## src/fsu_pkg.sv

```systemverilog
// What this block does
// - Commands act only in self-update mode; writing the command register starts them.
// - All commands but chip erase refused when the addressed block is locked.
// - Erase and program timing comes from internal counters, not software.
// - Chip erase clears both blocks, security and re-map bytes, ignoring locks.
// - Chip erase needs data 55h, then setup byte, then code 87h or 07h.
// - Setup byte 5Dh or DDh must precede every program or erase code.
// - Code bit 7 set pulses interrupt line one at completion; clear means polling.
// - Block erase target is address-high bit 7: 0 primary, 1 secondary.
// - Block erase needs block address, data 55h, setup, code 8Fh or 0Fh.
// - Sector erase covers 128 bytes in primary, 64 bytes from F000h upward.
// - Sector erase uses address regs, setup, code 8Bh or 0Bh; data ignored.
// - Byte program uses address, data, setup, code 8Eh or 0Eh; one byte.
// - Burst program uses address, data, setup, code 8Ah or 0Ah; row bytes.
// - Verify takes address and code 8Ch or 0Ch, no setup; returns byte.
// - Status bit 3 stays set while an operation runs; software polls it.
// - A byte program finishes within 97 microseconds.
// - Codes but verify ignored without setup; setup consumed by any command but verify, cancelled by events.
package fsu_pkg;
  // Register addresses on the special function register port
  localparam logic [7:0] ADDR_FLASH_COMMAND = 8'hb2;
  localparam logic [7:0] ADDR_FLASH_ADDRESS_LOW = 8'hb3;
  localparam logic [7:0] ADDR_FLASH_ADDRESS_HIGH = 8'hb4;
  localparam logic [7:0] ADDR_FLASH_DATA_BUFFER = 8'hb5;
  localparam logic [7:0] ADDR_FLASH_CONFIG_STATUS = 8'hb6;
  // Reset values
  localparam logic [7:0] RESET_BYTE = 8'h00;
  // Field positions
  localparam int BUSY_BIT = 3;
  localparam int IRQ_SELECT_BIT = 7;
  localparam int TOP_ADDRESS_BIT = 15;
  // Operation codes, low seven bits
  localparam logic [6:0] OP_SETUP = 7'h5d;
  localparam logic [6:0] OP_CHIP_ERASE = 7'h07;
  localparam logic [6:0] OP_BLOCK_ERASE = 7'h0f;
  localparam logic [6:0] OP_SECTOR_ERASE = 7'h0b;
  localparam logic [6:0] OP_BYTE_PROGRAM = 7'h0e;
  localparam logic [6:0] OP_BURST_PROGRAM = 7'h0a;
  localparam logic [6:0] OP_VERIFY = 7'h0c;
  localparam logic [7:0] ERASE_KEY = 8'h55;
  // Address layout
  localparam logic [15:0] SECONDARY_BASE = 16'hf000;
  localparam logic [15:0] PRIMARY_SECTOR_MASK = 16'hff80;
  localparam logic [15:0] SECONDARY_SECTOR_MASK = 16'hffc0;
  // Timing
  localparam int CLOCK_PERIOD_NS = 100;
  localparam int CHIP_ERASE_NS = 4250000;
  localparam int BLOCK_ERASE_NS = 4250000;
  localparam int SECTOR_ERASE_NS = 1100000;
  localparam int BYTE_PROGRAM_MAX_NS = 97000;
  localparam int BURST_BYTE_MIN_NS = 31000;
  localparam int CHIP_ERASE_CYC = (CHIP_ERASE_NS + CLOCK_PERIOD_NS - 1) / CLOCK_PERIOD_NS;
  localparam int BLOCK_ERASE_CYC = (BLOCK_ERASE_NS + CLOCK_PERIOD_NS - 1) / CLOCK_PERIOD_NS;
  localparam int SECTOR_ERASE_CYC = (SECTOR_ERASE_NS + CLOCK_PERIOD_NS - 1) / CLOCK_PERIOD_NS;
  localparam int BYTE_PROGRAM_CYC = BYTE_PROGRAM_MAX_NS / CLOCK_PERIOD_NS;
  localparam int BURST_BYTE_CYC = (BURST_BYTE_MIN_NS + CLOCK_PERIOD_NS - 1) / CLOCK_PERIOD_NS;
  localparam int COUNT_W = 20;
  // Operation driven to the flash array
  typedef enum logic [2:0] {
    FSU_OP_NONE = 3'h0,
    FSU_OP_CHIP_ERASE = 3'h1,
    FSU_OP_BLOCK_ERASE = 3'h2,
    FSU_OP_SECTOR_ERASE = 3'h3,
    FSU_OP_PROGRAM = 3'h4,
    FSU_OP_READ = 3'h5
  } fsu_op_e;
  // Sequencer states
  typedef enum logic [2:0] {
    FSU_IDLE = 3'b001,
    FSU_RUN = 3'b010,
    FSU_VERIFY = 3'b100
  } fsu_state_e;
endpackage : fsu_pkg

```

## src/fsu_sequencer.sv

```systemverilog
`timescale 1ns/1ps
module fsu_sequencer #(
  parameter int CHIP_ERASE_CYCLES = fsu_pkg::CHIP_ERASE_CYC,
  parameter int BLOCK_ERASE_CYCLES = fsu_pkg::BLOCK_ERASE_CYC,
  parameter int SECTOR_ERASE_CYCLES = fsu_pkg::SECTOR_ERASE_CYC
) (
  input wire logic clock,
  input wire logic sys_rst,
  input wire logic self_update_mode,
  input wire logic setup_cancel,
  input wire logic lock_primary,
  input wire logic lock_secondary,
  input wire logic [7:0] sfr_addr,
  input wire logic sfr_wr,
  input wire logic [7:0] sfr_wdata,
  output logic [7:0] sfr_rdata,
  output fsu_pkg::fsu_op_e flash_op,
  output logic [15:0] flash_addr,
  output logic [7:0] flash_wdata,
  input wire logic [7:0] flash_rdata,
  output logic busy,
  output logic external_irq_line_one
);
  import fsu_pkg::*;

  fsu_state_e state, next_state;
  logic [COUNT_W-1:0] count, next_count;
  logic setup_pending, next_setup_pending;
  logic irq_select, next_irq_select;
  logic [7:0] flash_address_high, next_flash_address_high;
  logic [7:0] flash_address_low, next_flash_address_low;
  logic [7:0] flash_data_buffer, next_flash_data_buffer;
  logic [7:0] flash_command, next_flash_command;
  fsu_op_e next_flash_op;
  logic [15:0] next_flash_addr;
  logic [7:0] next_flash_wdata;
  logic [7:0] next_sfr_rdata;
  logic next_irq;
  logic [15:0] target;
  logic target_secondary;
  logic target_locked;
  logic cmd_write;
  logic [6:0] op_code;

  // Decode of the addressed location for the incoming command
  assign target = {flash_address_high, flash_address_low};
  assign target_secondary = (target >= SECONDARY_BASE);
  assign op_code = sfr_wdata[6:0];
  assign cmd_write = sfr_wr && (sfr_addr == ADDR_FLASH_COMMAND) && self_update_mode
                     && (state == FSU_IDLE);

  // Block erase picks its block from the top address bit, others from the range
  always_comb begin
    if (op_code == OP_BLOCK_ERASE) begin
      target_locked = target[TOP_ADDRESS_BIT] ? lock_secondary : lock_primary;
    end else begin
      target_locked = target_secondary ? lock_secondary : lock_primary;
    end
  end

  // Mailbox registers, command decode and operation timing
  always_comb begin
    next_state = state;
    next_count = count;
    next_setup_pending = setup_pending;
    next_irq_select = irq_select;
    next_flash_address_high = flash_address_high;
    next_flash_address_low = flash_address_low;
    next_flash_data_buffer = flash_data_buffer;
    next_flash_command = flash_command;
    next_flash_op = flash_op;
    next_flash_addr = flash_addr;
    next_flash_wdata = flash_wdata;
    next_irq = 1'b0;
    // Plain register writes
    if (sfr_wr) begin
      case (sfr_addr)
        ADDR_FLASH_ADDRESS_HIGH: next_flash_address_high = sfr_wdata;
        ADDR_FLASH_ADDRESS_LOW: next_flash_address_low = sfr_wdata;
        ADDR_FLASH_DATA_BUFFER: next_flash_data_buffer = sfr_wdata;
        default: ;
      endcase
    end
    // Command decode while idle, then the timed operation in progress
    case (state)
      FSU_IDLE: begin
        if (cmd_write) begin
          next_flash_command = sfr_wdata;
          next_irq_select = sfr_wdata[IRQ_SELECT_BIT];
          next_setup_pending = 1'b0;
          if (op_code == OP_SETUP) begin
            next_setup_pending = 1'b1;
          end else if (op_code == OP_VERIFY) begin
            next_setup_pending = setup_pending;
            if (!target_locked) begin
              next_flash_op = FSU_OP_READ;
              next_flash_addr = target;
              next_state = FSU_VERIFY;
            end
          end else if (setup_pending) begin
            case (op_code)
              OP_CHIP_ERASE: begin
                if (flash_data_buffer == ERASE_KEY) begin
                  next_flash_op = FSU_OP_CHIP_ERASE;
                  next_flash_addr = 16'h0000;
                  next_count = COUNT_W'(CHIP_ERASE_CYCLES);
                  next_state = FSU_RUN;
                end
              end
              OP_BLOCK_ERASE: begin
                if (flash_data_buffer == ERASE_KEY && !target_locked) begin
                  next_flash_op = FSU_OP_BLOCK_ERASE;
                  next_flash_addr = target[TOP_ADDRESS_BIT] ? SECONDARY_BASE : 16'h0000;
                  next_count = COUNT_W'(BLOCK_ERASE_CYCLES);
                  next_state = FSU_RUN;
                end
              end
              OP_SECTOR_ERASE: begin
                if (!target_locked) begin
                  next_flash_op = FSU_OP_SECTOR_ERASE;
                  next_flash_addr = target & (target_secondary ? SECONDARY_SECTOR_MASK
                                                               : PRIMARY_SECTOR_MASK);
                  next_count = COUNT_W'(SECTOR_ERASE_CYCLES);
                  next_state = FSU_RUN;
                end
              end
              OP_BYTE_PROGRAM, OP_BURST_PROGRAM: begin
                if (!target_locked) begin
                  next_flash_op = FSU_OP_PROGRAM;
                  next_flash_addr = target;
                  next_flash_wdata = flash_data_buffer;
                  next_count = (op_code == OP_BYTE_PROGRAM) ? COUNT_W'(BYTE_PROGRAM_CYC)
                                                            : COUNT_W'(BURST_BYTE_CYC);
                  next_state = FSU_RUN;
                end
              end
              default: ;
            endcase
          end
        end
      end
      FSU_RUN: begin
        next_count = count - COUNT_W'(1);
        if (count == COUNT_W'(1)) begin
          next_state = FSU_IDLE;
          next_flash_op = FSU_OP_NONE;
          next_irq = irq_select;
        end
      end
      FSU_VERIFY: begin
        next_flash_data_buffer = flash_rdata;
        next_flash_op = FSU_OP_NONE;
        next_irq = irq_select;
        next_state = FSU_IDLE;
      end
      default: begin
        next_state = FSU_IDLE;
        next_flash_op = FSU_OP_NONE;
      end
    endcase
    // Outside events drop an armed setup byte
    if (setup_cancel) begin
      next_setup_pending = 1'b0;
    end
  end

  // Read data mux, registered
  always_comb begin
    case (sfr_addr)
      ADDR_FLASH_COMMAND: next_sfr_rdata = flash_command;
      ADDR_FLASH_ADDRESS_LOW: next_sfr_rdata = flash_address_low;
      ADDR_FLASH_ADDRESS_HIGH: next_sfr_rdata = flash_address_high;
      ADDR_FLASH_DATA_BUFFER: next_sfr_rdata = flash_data_buffer;
      ADDR_FLASH_CONFIG_STATUS: begin
        next_sfr_rdata = RESET_BYTE;
        next_sfr_rdata[BUSY_BIT] = (state != FSU_IDLE);
      end
      default: next_sfr_rdata = RESET_BYTE;
    endcase
  end

  // State registers
  always_ff @(posedge clock) begin
    if (sys_rst) begin
      state <= FSU_IDLE;
      count <= '0;
      setup_pending <= 1'b0;
      irq_select <= 1'b0;
      flash_address_high <= RESET_BYTE;
      flash_address_low <= RESET_BYTE;
      flash_data_buffer <= RESET_BYTE;
      flash_command <= RESET_BYTE;
      flash_op <= FSU_OP_NONE;
      flash_addr <= 16'h0000;
      flash_wdata <= RESET_BYTE;
      sfr_rdata <= RESET_BYTE;
      external_irq_line_one <= 1'b0;
    end else begin
      state <= next_state;
      count <= next_count;
      setup_pending <= next_setup_pending;
      irq_select <= next_irq_select;
      flash_address_high <= next_flash_address_high;
      flash_address_low <= next_flash_address_low;
      flash_data_buffer <= next_flash_data_buffer;
      flash_command <= next_flash_command;
      flash_op <= next_flash_op;
      flash_addr <= next_flash_addr;
      flash_wdata <= next_flash_wdata;
      sfr_rdata <= next_sfr_rdata;
      external_irq_line_one <= next_irq;
    end
  end

  // Busy flag seen by the system
  assign busy = (state != FSU_IDLE);

  // Checks
  a_mode_gates_start: assert property (@(posedge clock) disable iff (sys_rst)
    (state == FSU_IDLE && !self_update_mode) |=> (state == FSU_IDLE))
    else $error("operation started outside self-update mode");
  a_lock_refuses_sector: assert property (@(posedge clock) disable iff (sys_rst)
    (cmd_write && op_code == OP_SECTOR_ERASE && target_locked) |=> (state == FSU_IDLE))
    else $error("sector erase started on locked block");
  a_chip_erase_length: assert property (@(posedge clock) disable iff (sys_rst)
    (state == FSU_IDLE && next_flash_op == FSU_OP_CHIP_ERASE)
    |=> (count == COUNT_W'(CHIP_ERASE_CYCLES)) && busy)
    else $error("chip erase not loaded with its length");
  a_setup_required: assert property (@(posedge clock) disable iff (sys_rst)
    (cmd_write && !setup_pending && op_code != OP_VERIFY) |=> (state == FSU_IDLE))
    else $error("operation started without setup byte");
  a_irq_on_done: assert property (@(posedge clock) disable iff (sys_rst)
    (state == FSU_RUN && count == COUNT_W'(1)) |=> (external_irq_line_one == irq_select))
    else $error("completion interrupt wrong");
  a_sector_aligned: assert property (@(posedge clock) disable iff (sys_rst)
    (flash_op == FSU_OP_SECTOR_ERASE) |-> (flash_addr[5:0] == 6'h00)
    && (flash_addr >= SECONDARY_BASE || flash_addr[6] == 1'b0))
    else $error("sector address not aligned");
  a_byte_prog_time: assert property (@(posedge clock) disable iff (sys_rst)
    (state == FSU_IDLE && next_count == COUNT_W'(BYTE_PROGRAM_CYC) && next_state == FSU_RUN)
    |=> busy [*8] ##[1:970] !busy)
    else $error("byte program outside its time");
  a_verify_returns: assert property (@(posedge clock) disable iff (sys_rst)
    (state == FSU_VERIFY) |=> (flash_data_buffer == $past(flash_rdata)) && !busy)
    else $error("verify byte not returned");
  a_setup_consumed: assert property (@(posedge clock) disable iff (sys_rst)
    (cmd_write && op_code != OP_SETUP && op_code != OP_VERIFY) |=> !setup_pending)
    else $error("setup byte not consumed");
  a_busy_ignores: assert property (@(posedge clock) disable iff (sys_rst)
    (busy && sfr_wr && sfr_addr == ADDR_FLASH_COMMAND) |=> $stable(flash_command))
    else $error("command taken while busy");
  // Lock refusals for the remaining commands
  a_lock_refuses_block: assert property (@(posedge clock) disable iff (sys_rst)
    (cmd_write && op_code == OP_BLOCK_ERASE && target_locked) |=> (state == FSU_IDLE))
    else $error("block erase started on locked block");
  a_lock_refuses_program: assert property (@(posedge clock) disable iff (sys_rst)
    (cmd_write && (op_code == OP_BYTE_PROGRAM || op_code == OP_BURST_PROGRAM) && target_locked)
    |=> (state == FSU_IDLE))
    else $error("program started on locked block");
  a_lock_refuses_verify: assert property (@(posedge clock) disable iff (sys_rst)
    (cmd_write && op_code == OP_VERIFY && target_locked) |=> (state == FSU_IDLE))
    else $error("verify started on locked block");
  // Chip and block erases need their key; chip erase ignores locks
  a_chip_ignores_lock: assert property (@(posedge clock) disable iff (sys_rst)
    (cmd_write && setup_pending && op_code == OP_CHIP_ERASE
     && flash_data_buffer == ERASE_KEY)
    |=> (flash_op == FSU_OP_CHIP_ERASE) && (flash_addr == 16'h0000))
    else $error("chip erase did not start");
  a_chip_key_needed: assert property (@(posedge clock) disable iff (sys_rst)
    (cmd_write && op_code == OP_CHIP_ERASE && flash_data_buffer != ERASE_KEY)
    |=> (state == FSU_IDLE))
    else $error("chip erase started without key");
  a_block_key_needed: assert property (@(posedge clock) disable iff (sys_rst)
    (cmd_write && op_code == OP_BLOCK_ERASE && flash_data_buffer != ERASE_KEY)
    |=> (state == FSU_IDLE))
    else $error("block erase started without key");
  a_block_target: assert property (@(posedge clock) disable iff (sys_rst)
    (cmd_write && setup_pending && op_code == OP_BLOCK_ERASE && flash_data_buffer == ERASE_KEY
     && !target_locked) |=> (flash_op == FSU_OP_BLOCK_ERASE)
    && (flash_addr == ($past(target[TOP_ADDRESS_BIT]) ? SECONDARY_BASE : 16'h0000)))
    else $error("block erase target wrong");
  // Run lengths, data, status busy bit and completion interrupt come from internal state only
  a_sector_length: assert property (@(posedge clock) disable iff (sys_rst)
    (state == FSU_IDLE && next_flash_op == FSU_OP_SECTOR_ERASE)
    |=> (count == COUNT_W'(SECTOR_ERASE_CYCLES)) && busy)
    else $error("sector erase not loaded with its length");
  a_burst_length: assert property (@(posedge clock) disable iff (sys_rst)
    (cmd_write && setup_pending && op_code == OP_BURST_PROGRAM && !target_locked)
    |=> (count == COUNT_W'(BURST_BYTE_CYC)) && busy)
    else $error("burst byte not loaded with its length");
  a_run_counts_down: assert property (@(posedge clock) disable iff (sys_rst)
    (state == FSU_RUN && count != COUNT_W'(1))
    |=> (state == FSU_RUN) && (count == $past(count) - COUNT_W'(1)))
    else $error("operation counter did not step");
  a_program_data: assert property (@(posedge clock) disable iff (sys_rst)
    (state == FSU_IDLE && next_flash_op == FSU_OP_PROGRAM)
    |=> (flash_wdata == $past(flash_data_buffer)) && (flash_addr == $past(target)))
    else $error("program data or address wrong");
  a_status_busy: assert property (@(posedge clock) disable iff (sys_rst)
    (sfr_addr == ADDR_FLASH_CONFIG_STATUS) |=> (sfr_rdata[BUSY_BIT] == $past(busy)))
    else $error("status busy bit wrong");
  a_irq_only_done: assert property (@(posedge clock) disable iff (sys_rst)
    external_irq_line_one |-> (state == FSU_IDLE) && ($past(state) != FSU_IDLE))
    else $error("interrupt without completion");
endmodule : fsu_sequencer

```

## config.mk

```make
export PLATFORM = sky130hd
export DESIGN_NAME = fsu_sequencer
export DESIGN_NICKNAME = d
export VERILOG_FILES = /design/src/fsu_pkg.sv /design/src/fsu_sequencer.sv
export SDC_FILE = /design/constraint.sdc
export NUM_CORES = 1
export LEC_CHECK = 0
export ABC_AREA = 0
export BUFFER_PORTS_ARGS = -buffer_cell sky130_fd_sc_hd__buf_2
export CORE_ASPECT_RATIO = 0.9
export CORE_UTILIZATION = 61
export DETAILED_ROUTE_END_ITERATION = 16
export PLACE_DENSITY = 0.85
export SLEW_MARGIN = 40
export SYNTH_ARGS = -nofsm -noshare
export SYNTH_HDL_FRONTEND = slang
export SYNTH_SLANG_ARGS = --single-unit
```

## constraint.sdc

```tcl
create_clock -name clock -period 5.33 [get_ports clock]
set_input_delay 0.533 -clock clock [delete_from_list [all_inputs] [get_ports clock]]
set_output_delay 0.533 -clock clock [all_outputs]
set_load 0.01 [all_outputs]
```

# == Yosys cells after proc, flatten, opt, wreduce, memory -nomap -nowiden ==
# Index checks and enable logic that the tools add are counted.
# totals
register_bits,93
inputBits,31
output_inout_bits,37
word_cells,133
# classes
add_sub_neg,1
magnitude_cmp,1
eq_ne,39
muxes,52
bitwise_logic,4
reduce_logical,23
# op_table
op,count
20-bit 2-to-1 mux,8
16-bit 2-to-1 mux,7
20-bit one-hot mux with 4 select lines,1
16-bit one-hot mux with 4 select lines,1
3-bit 2-to-1 mux,17
"8-bit == test, second input constant",5
20-bit one-hot mux with 2 select lines,1
8-bit one-hot mux with 5 select lines,1
"7-bit by 4-bit == test with 1-bit output, second input constant",5
8-bit 2-to-1 mux,3
"3-bit inequality test, second input constant",7
"20-bit by 1-bit == test with 1-bit output, second input constant",1
10-bit AND reduction,2
"20-bit by 1-bit subtractor with 20-bit output, second input constant",1
16-bit bitwise AND,1
"16-bit >= comparator, second input constant",1
"2-bit inequality test, second input constant",6
3-bit one-hot mux with 2 select lines,2
3-bit one-hot mux with 4 select lines,1
10-bit 2-to-1 mux,1
3-bit one-hot mux with 3 select lines,1
9-bit AND reduction,1
"8-bit by 7-bit == test with 1-bit output, second input constant",1
2-bit AND reduction,4
other kinds (25),41

# == Depth between registers and ports, before layout ==
# Gate-level depths: netlist of the first run.
# logic_depth
word_depth,12
ltp_mapped,9
ltp_nobuf,8

# == Worst setup path before layout of the first run ==
# OpenSTA, ideal clock, no wires.
# synth_timing
path_kind,input -> register
from,input port sfr_wdata[5]
to,register flash_wdata[0]
setup_time_ns,0.128
arrival_time_ns,2.967
required_time_ns,5.202
setup_slack_ns,2.235
path_stages,8
path_buffers,2
cell_sequence,buf_4 -> or4b_4 -> o32ai_4 -> mux2_2 -> or4b_2 -> buf_2 -> mux2i_1 -> nor2_1
# synth_via
elab_chain_cells,4
elab_cells_between_ends,11
cone_classes,eq/ne: 5; mux: 1; bitwise: 3; reduce/logical: 2
# synth_lines
item,line,text
from (decl),fsu_sequencer.sv:15,"input wire logic [7:0] sfr_wdata,"
7-bit by 4-bit == test with 1-bit output,fsu_sequencer.sv:54,if (op_code == OP_BLOCK_ERASE) begin
1-bit 2-to-1 mux,fsu_sequencer.sv:54,
1-bit inverter (no source line),--,
7-bit AND reduction (no source line) *,--,
to (signal assigned),fsu_sequencer.sv:209,flash_wdata <= next_flash_wdata;
to (decl),fsu_sequencer.sv:19,"output logic [7:0] flash_wdata,"
# Mark *: on every way between the ends. The rest lies on a longest branch, timed or not.
# A chain may end at the register's enable or synchronous reset.

# == Worst setup path after layout of the first run ==
# layout_timing
from,input port sfr_wdata[1]
to,register flash_wdata[2]
# The elaborated chain is that of the path after synthesis.

==> results.txt, run 1 <==
- Detailed routing inserted a total of 4563 vias.
* Most used standard cell by instance count after synthesis: dfxtp_1
- Layout overhead on the synthesized area: 11.5%
* CP Data Arrival Time: 3.29 ns
* Number of synthesized register bits: 92
* Deepest clock path buffer count: 2
- Summing the areas of all xor and xnor instances in the mapped netlist gives 0.573% of the synthesized area.
* Die outline width: 93.4 um
- Vert. Die Dim: 84.2 um
- Along the worst path, the maximum fanout reaches 11.
- Clock latency at the later pin of the worst-skew pair: 0.38 ns
- Unrepaired setup endpoints after global routing: no
- The min-delay analysis places its worst path in the category input pin to flip-flop.
* Cell depth of the worst flop-to-flop path: 7
- Setup bufs post-CTS: 0
- The finished layout holds 678 standard cells, fillers aside.
- For this run, the post-layout net count is 613.
- Syn Area/Cell: 8.60 um^2
* Clock tree from TritonCTS: done
- The worst-case IR drop observed on VDD is 146 uV.
- Yosys mapped the design onto 77 distinct sky130hd cell types.
* Global-route usage over all layers: 35.3%
- Share of flip-flops with an asynchronous set or reset: 0%
- Hold buffer count at CTS: 0
* Standard-cell rows: 29
- The largest total area in the synthesized netlist belongs to dfxtp_1.
- Cell family with the largest share of critical-path delay: simple AND/OR/NAND/NOR gates
* Number of inserted diodes: 0
- H-tree Lvls: 3
- Fraction of layout cells with a size suffix above 1: 20.2%
- Wire length after detailed routing: 13.4 mm
- Starting DRT DRC Count: 415
* Post-Synthesis Cells: 533
- Crit path largest cell delay: 0.87 ns
* Via count of the first global-routing pass: 4335
- The most used flip-flop cell after synthesis is dfxtp_1.
- Input and output buffers added on the ports amount to 67.
- Share of the clock period used by the worst path after layout: 57.2%
- Terminus of the critical flop-to-flop path: count[4]$_SDFFE_PP0P_
- Count of unresolved DRC violations after routing: 0
- Measured against its own limit, the worst slew margin works out to 48.4%.
* Power Dens Cells: 245 nW/um^2
- The die covers 7860 um^2.
- Core Box Area: 7150 um^2
- After Yosys synthesis, full adders, half adders and majority gates account for 0.546% of the synthesized area.
- The number of placed instances, taps included, is 662.
* Simple-gate portion of the synthesized area: 23.1%
* Number of iterations in the first detailed-routing pass: 6
* Cell-by-cell trace of the critical path: buf_2 -> or4b_4 -> o32ai_4 -> mux2_2 -> or4b_2 -> mux2i_1 -> nor2_1
- The synthesized design contains 0 enable-type register cells.
- After legalization and detailed placement, the total HPWL measured 9.15 mm.
- The initial antenna violation count came to 0.
* Pin count of the biggest net entering global routing: 66
* CTS buffer count: 9
* Portion of netlist area occupied by mux cells: 4.61%
- Hold violation count in the final report: 0
* Post-Layout Inst Area: 5110 um^2
* Critical Path End: flash_wdata[2]$_SDFFE_PP0P_
- Ranking of synthesized cells by instance count: dfxtp_1, nand2_1, a21oi_1
- The worst register-to-register path has a setup slack of 2.49 ns.
- By startpoint and endpoint, the worst setup path is classified as input pin to flip-flop.
- CTS placed an instance of clkbuf_8 at the clock tree root.
- Setup violations remaining at the end of the flow were counted as 0.
* Kind of end point of the critical path: flip-flop
* Clock-pin transition on the worst setup and hold timing paths: 0.11 ns
- The count of pins over their slew limit came to 0.
- Ys Warns: 0
* R2r startpoint: state[0]$_SDFFE_PP1P_
- Worst Max-Slew Pin Slew: 0.773 ns
- Min cycle time layout: 3.05 ns
* Standby leakage power: 1.90 nW
* Average wire length per cell after detail routing: 19.8 um
- Wire length of the first global-routing pass: 21.6 mm
* Net Count, Synth: 566
- Based on the critical path, the design can be clocked at up to 0.328 GHz.
* Compound-cell area share of the yosys netlist: 26.2%
- Across the routed clock network, the largest skew measured is 0.0137 ns.
* Max-cap check violation count: 0
- The critical path crosses 7 cells after its start point.
* Sinks on the clock net: 92
* Total of fill cells in the finished design: 588
- At the worst endpoint, the required time is 5.57 ns.
- Tracing the worst setup path back leads to its startpoint at sfr_wdata[1].
* Final weighted congestion in routability-driven placement: 0.915
* Dominant combinational cell family by area after synthesis: compound AO/OA/AOI/OAI gates
- Element type at the critical path start: input pin
* Grt total ovfl: 0
* Crit-path slowest cell: or4b_2
* Total design power: 1.25 mW
- Sequential fraction of the synthesis area: 40.2%
* Via count normalized by instance count: 6.73
- In the post-synthesis netlist, the biggest area contributors are dfxtp_1, a21oi_1, nand2_1, mux2i_1, nor2_1.
- Number of gates resized after CTS: 0
- Accumulated negative setup slack: 0 ns
* Post-placement cell area: 4900 um^2
- Initial cell density of the core: 64.1%
- Count of antenna-violating nets left after detailed routing: 0
* Number of primary I/O pins: 68
- The run finished with clean final reports.
- The number of buffers and inverters on the critical path is 1.
- Yosys top cell area share: 40.2%
* Post-synthesis cell area: 4580 um^2
## sequential cells by signal, summed over array words and instances, names as in the netlist
register               count
count                     20
external_irq_line_one      1
flash_addr                16
flash_address_high         8
flash_address_low          8
flash_command              7
flash_data_buffer          8
flash_op                   3
flash_wdata                8
irq_select                 1
setup_pending              1
sfr_rdata                  8
state                      3
## worst min-delay path by stage
stage                                             start                            end  slack (ns)  cells past startpoint
final                                      setup_cancel     setup_pending$_SDFFE_PP0P_        0.30                      2
after CTS                                  setup_cancel     setup_pending$_SDFFE_PP0P_        0.31                      2
after floorplan           flash_command[0]$_SDFFE_PP0P_  flash_command[0]$_SDFFE_PP0P_        0.44                      2
after detailed placement  flash_command[0]$_SDFFE_PP0P_  flash_command[0]$_SDFFE_PP0P_        0.45                      2
after global placement    flash_command[2]$_SDFFE_PP0P_  flash_command[2]$_SDFFE_PP0P_        0.44                      2
after global routing                       setup_cancel     setup_pending$_SDFFE_PP0P_        0.31                      2
## worst register-to-register path, delay by kind of cell (launching register included)
family | cells | cell delay [ns]
AND/OR/NAND/NOR | 2 | 1.08
buffers and inverters | 1 | 0.31
flip-flops | 1 | 0.46
AO/OA/AOI/OAI | 4 | 0.88
## layout by cell type (no fill, tap or decap), types with 15 or more instances in the layout
cell type | netlist | layout
dfxtp_1 | 92 | 92
buf_2 | 7 | 67
a22oi_1 | 15 | 15
nand3_1 | 31 | 31
a21oi_1 | 51 | 51
nor3_1 | 17 | 17
nor2_1 | 45 | 45
mux2i_1 | 20 | 20
nand2_1 | 57 | 57
## cell type report
class                   instances  area [um^2]  share of cell area (%)
clock buffers                   9          124                    2.42
multi-input cells             397         2540                    49.8
well taps                      93          116                    2.28
inverters                       9         33.8                   0.661
repair buffers                 71          365                    7.15
clock inverters                 7         82.6                    1.62
flip-flops and latches         92         1840                    36.1
## routing by layer
layer / up-vias / wire [um] / share of wire, % / GRT usage [%]
li1: 2110 / - / - / -
met1: 2092 / 5360 / 40 / 44.8
met2: 308 / 6070 / 45 / 54.5
met3: 53 / 1500 / 11 / 10.3
met4: 0 / 475 / 3.5 / 18.0
met5: - / 0 / 0 / 0
## stage by stage
step / hold slack (ns) / util, % / setup slack, ns
floorplan: 0.436 / - / 2.24
global placement: 0.442 / 68.4 / 2.04
detailed placement: 0.448 / 68.5 / 1.96
CTS: 0.309 / 71.4 / 2.30
global route: 0.310 / 71.5 / 2.23
finish: 0.304 / 71.5 / 2.28
## kinds of logic after synthesis
logic type | count (synthesis)
buffers and inverters | 44
multiplexers | 21
XOR/XNOR | 3
adder cells (fa/ha/maj) | 2
flip-flops | 92
AND/OR/NAND/NOR | 202
AO/OA/AOI/OAI | 169
## power by group
part	switching [mW]	internal, mW	leakage [nW]
sequential	0.000417	0.687	0.741
clock	0.276	0.225	0.0988
combinational	0.0461	0.0190	1.06
total	0.323	0.931	1.90
Power figures use the tool's default switching activity.
==> inputs of run 2 (changes only) <==
--- a/config.mk
+++ b/config.mk
@@ -8,9 +8,9 @@
 export ABC_AREA = 0
 export BUFFER_PORTS_ARGS = -buffer_cell sky130_fd_sc_hd__buf_2
 export CORE_ASPECT_RATIO = 0.9
-export CORE_UTILIZATION = 61
+export CORE_UTILIZATION = 57
 export DETAILED_ROUTE_END_ITERATION = 16
-export PLACE_DENSITY = 0.85
+export PLACE_DENSITY = 0.8
 export SLEW_MARGIN = 40
 export SYNTH_ARGS = -nofsm -noshare
 export SYNTH_HDL_FRONTEND = slang
==> constraint.sdc (replaced) <==
create_clock -name clock -period 2.9 [get_ports clock]
set_input_delay 0.29 -clock clock [delete_from_list [all_inputs] [get_ports clock]]
set_output_delay 0.29 -clock clock [all_outputs]
set_load 0.01 [all_outputs]
==> run 2 against run 1 <==
Wire length fell by 3.8%. Total power rose by 86%. Count of clock-buffer cells in the layout stayed put. Worst setup slack worse by 2.0 ns. Combinational power rose by 96%. Register-to-register slack got worse by 2.2 ns. Hold slack got worse by 0.24 ns. Sequential cell count stayed put. Critical path depth decreased by 1. Critical path type is now flip-flop to flip-flop. Highest routed layer unchanged.
==> results.txt, run 2 (synthesis gave the netlist of run 1 again) <==
- The required time at the endpoint of the critical path came to 3.18 ns (-2.39 ns).
- Largest driver fanout on the critical path: 7 (-4)
* Setup violations, final: 0 (unchanged)
- The worst setup path is captured at a flip-flop.
- Net switching power: 600 uW (+86%)
* Average wire length per cell after detail routing: 18.2 um (-7.8%)
- The share of the core filled with cells in the final layout came to 69.4% (-2.1 points).
* Timing-limited maximum frequency: 0.380 GHz
- Wire length of the first global-routing pass: 20.3 mm (-6.0%)
- TritonCTS built the clock tree.
* Number of primary I/O pins: 68 (unchanged)
* Worst Max-Slew Pin Slew: 0.729 ns (-0.0435 ns)
- The port buffer count came to 67 (unchanged).
* R2r startpoint: count[10]$_SDFFE_PP0P_
* Endpoint of the worst hold-timing path: setup_pending$_SDFFE_PP0P_
- The maximum number of pins on one net before global-route repair was 65 (-1.5%).
* Total design power: 2.33 mW (+86%)
* Hold buffer count at CTS: 0 (unchanged)
- Worst setup skew after layout: 0.0142 ns (+0.000570 ns)
- Clock-pin transition on the worst setup and hold timing paths: 0.10 ns (about the same)
- The total core area came to 7660 um^2 (+7.1%).
* Most flop-heavy register: count
- Initial antenna violation count: 1 (+1)
- Comb power frac: 5.5% (+0.3 points)
* Vias after detailed routing: 4596 (+0.72%)
* Vert. Die Dim: 87.1 um (+3.4%)
* Cell family with the largest share of critical-path delay: simple AND/OR/NAND/NOR gates
- The worst setup path is launched from a flip-flop.
* Root Driver: clkbuf_8
- Top routing layer in use: met4
- Final-layout worst hold slack: 0.0641 ns (-0.240 ns)
* CTS buffer count: 9 (unchanged)
- The slowest stage of the critical path belongs to the cell or4_1.
- Fraction of layout cells with a size suffix above 1: 23.3% (+3.1 points)
- Cell depth of the worst flop-to-flop path: 6 (-1)
- The worst path arrival time came to 2.91 ns (-0.38 ns).
- Cell-by-cell trace of the critical path: or4_1 -> or4_4 -> o21a_1 -> a211oi_4 -> o211ai_2 -> a31o_1
- Slew HR: 51.0% (+2.6 points)
* Relative contribution of sequential cells to total power: 54.3% (-0.5 points)
- Most common library cell in the layout ignoring fill and taps: dfxtp_1
- Internal power component: 1.73 mW (+85%)
- The post-cts gate resize count is 0 (unchanged).
- The longest individual stage delay on the worst path came to 0.63 ns (-0.24 ns).
* Detailed-route wire length on metal 1: 5.55 mm (+3.4%)
* Initial cell density of the core: 59.8% (-4.3 points)
- Setup bufs post-CTS: 0 (unchanged)
* Terminus of the critical flop-to-flop path: flash_op[2]$_SDFFE_PP0P_
- Met3 routed WL: 1.30 mm (-14%)
* Critical path class: flip-flop to flip-flop
* Standby leakage power: 2.04 nW (+7.2%)
* Number of cells on the worst hold path: 2 (unchanged)
- The net count reported at finish is 638 (+4.1%).
- The routed design could run at a clock period as short as 2.63 ns.
- The detailed-routed wire length on met2 was 5.83 mm (-4.0%).
- Die outline width: 96.5 um (+3.4%)
- Unrepaired setup endpoints after global routing: no
* Max-cap check violation count: 0 (unchanged)
- Global-route usage over all layers: 32.0% (-3.4 points)
* Share of the clock period used by the worst path after layout: 90.7%
* Hold violation count in the final report: 0 (unchanged)
- Compared with the post-synthesis result, the final layout area differs by 15.9%.
* Most frequent cells in the layout: dfxtp_1, buf_2, nand2_1
* Sinks on the clock net: 92 (unchanged)
- Max-slew violation count: 0 (unchanged)
* Count of buffer and inverter cells on the critical path: 0 (-1)
* DIE AREA: 8400 um^2 (+6.9%)
* Maximum vdd drop: 245 uV (+67%)
- Via count of the first global-routing pass: 4035 (-6.9%)
- Grt total ovfl: 0 (unchanged)
- The clock group share of total power was 40.2% (+0.2 points).
* Via count normalized by instance count: 6.50 (-3.4%)
- The worst setup slack for register-to-register paths came to 0.27 ns (-2.22 ns).
- The global placer's final weighted congestion was 0.973 (+6.3%).
* Deepest clock path buffer count: 2 (unchanged)
- The net switching fraction of the power is 25.8% (+0.040 points).
- Standard-cell rows: 30 (+3.4%)
- Stages on worst setup path: 6 (-1)
* Starting DRT DRC Count: 477 (+15%)
- Count of unresolved DRC violations after routing: 0 (unchanged)
* Worst hold-check path type: input pin to flip-flop
* Clock latency at the later pin of the worst-skew pair: 0.38 ns (about the same)
- Largest regs: count (20), flash_addr (16)
- The final HPWL from detailed placement came to 9.27 mm (+1.3%).
* Number of iterations in the first detailed-routing pass: 7 (+1)
- The total number of H-tree levels is 3 (unchanged).
- The run finished with clean final reports.
- In this run the most critical hold path is launched from setup_cancel.
* Flip-flop count of the largest register, all copies and words added: 20 (unchanged)
- Power Dens Cells: 438 nW/um^2 (+78%)
- Count of antenna-violating nets left after detailed routing: 0 (unchanged)
* Wire length after detailed routing: 12.9 mm (-3.8%)
-- run 2: changes by cell type in the layout (fill, tap and decap cells not counted), sizes merged --
cell	before	now
buf	71	96
clkinv	0	2
clkinvlp	2	0
diode	0	1
-- run 2: worst max path at each step --
stage,slack [ns],startpoint,end
finish,0.27,count[10]$_SDFFE_PP0P_,flash_op[2]$_SDFFE_PP0P_
global route,0.17,flash_address_high[7]$_SDFFE_PP0P_,flash_wdata[1]$_SDFFE_PP0P_
CTS,0.28,count[6]$_SDFFE_PP0P_,flash_op[2]$_SDFFE_PP0P_
detailed placement,-0.06,sfr_wdata[4],flash_wdata[1]$_SDFFE_PP0P_
global placement,0.03,sfr_wdata[4],flash_wdata[7]$_SDFFE_PP0P_
floorplan,0.05,sfr_wdata[5],flash_wdata[0]$_SDFFE_PP0P_
-- run 2: metrics by stage --
stage,instance area [um^2],std cells,setup WS (ns),setup TNS (ns)
after global routing,5310,707,0.174,0
final,5310,707,0.270,0
after detailed placement,5090,690,-0.0621,-0.210
after CTS,5310,706,0.280,0
after global placement,5090,690,0.0251,0
after floorplan,4580,533,0.0484,0
-- run 2: worst register-to-register path: cells and delay by family, from the launching register on --
kind,cells,cell delay (ns)
flops,1,0.38
compound gates,4,1.04
simple gates,2,1.12
-- run 2: routing by layer --
layer,vias up,GRT usage [%]
li1,2156,-
met5,-,0
met3,23,6.46
met1,2143,45.0
met4,0,10.4
met2,274,48.8
-- run 2: cell type report --
cell class	count	area [um^2]
clock inverters	7	92.6
multi-input cells	397	2530
repair buffers	96	566
inverters	9	33.8
diodes	1	2.50
flip-flops and latches	92	1840
well taps	96	120
clock buffers	9	124
fillers	629	2340
-- run 2: power groups by stage --
stage / sequential, mW / combinational [mW] / clock, mW
floorplan: 1.29 / 0.0708 / 0
global placement: 1.29 / 0.122 / 0
detailed placement: 1.29 / 0.123 / 0
CTS: 1.26 / 0.124 / 0.945
global route: 1.26 / 0.135 / 0.994
finish: 1.26 / 0.128 / 0.936
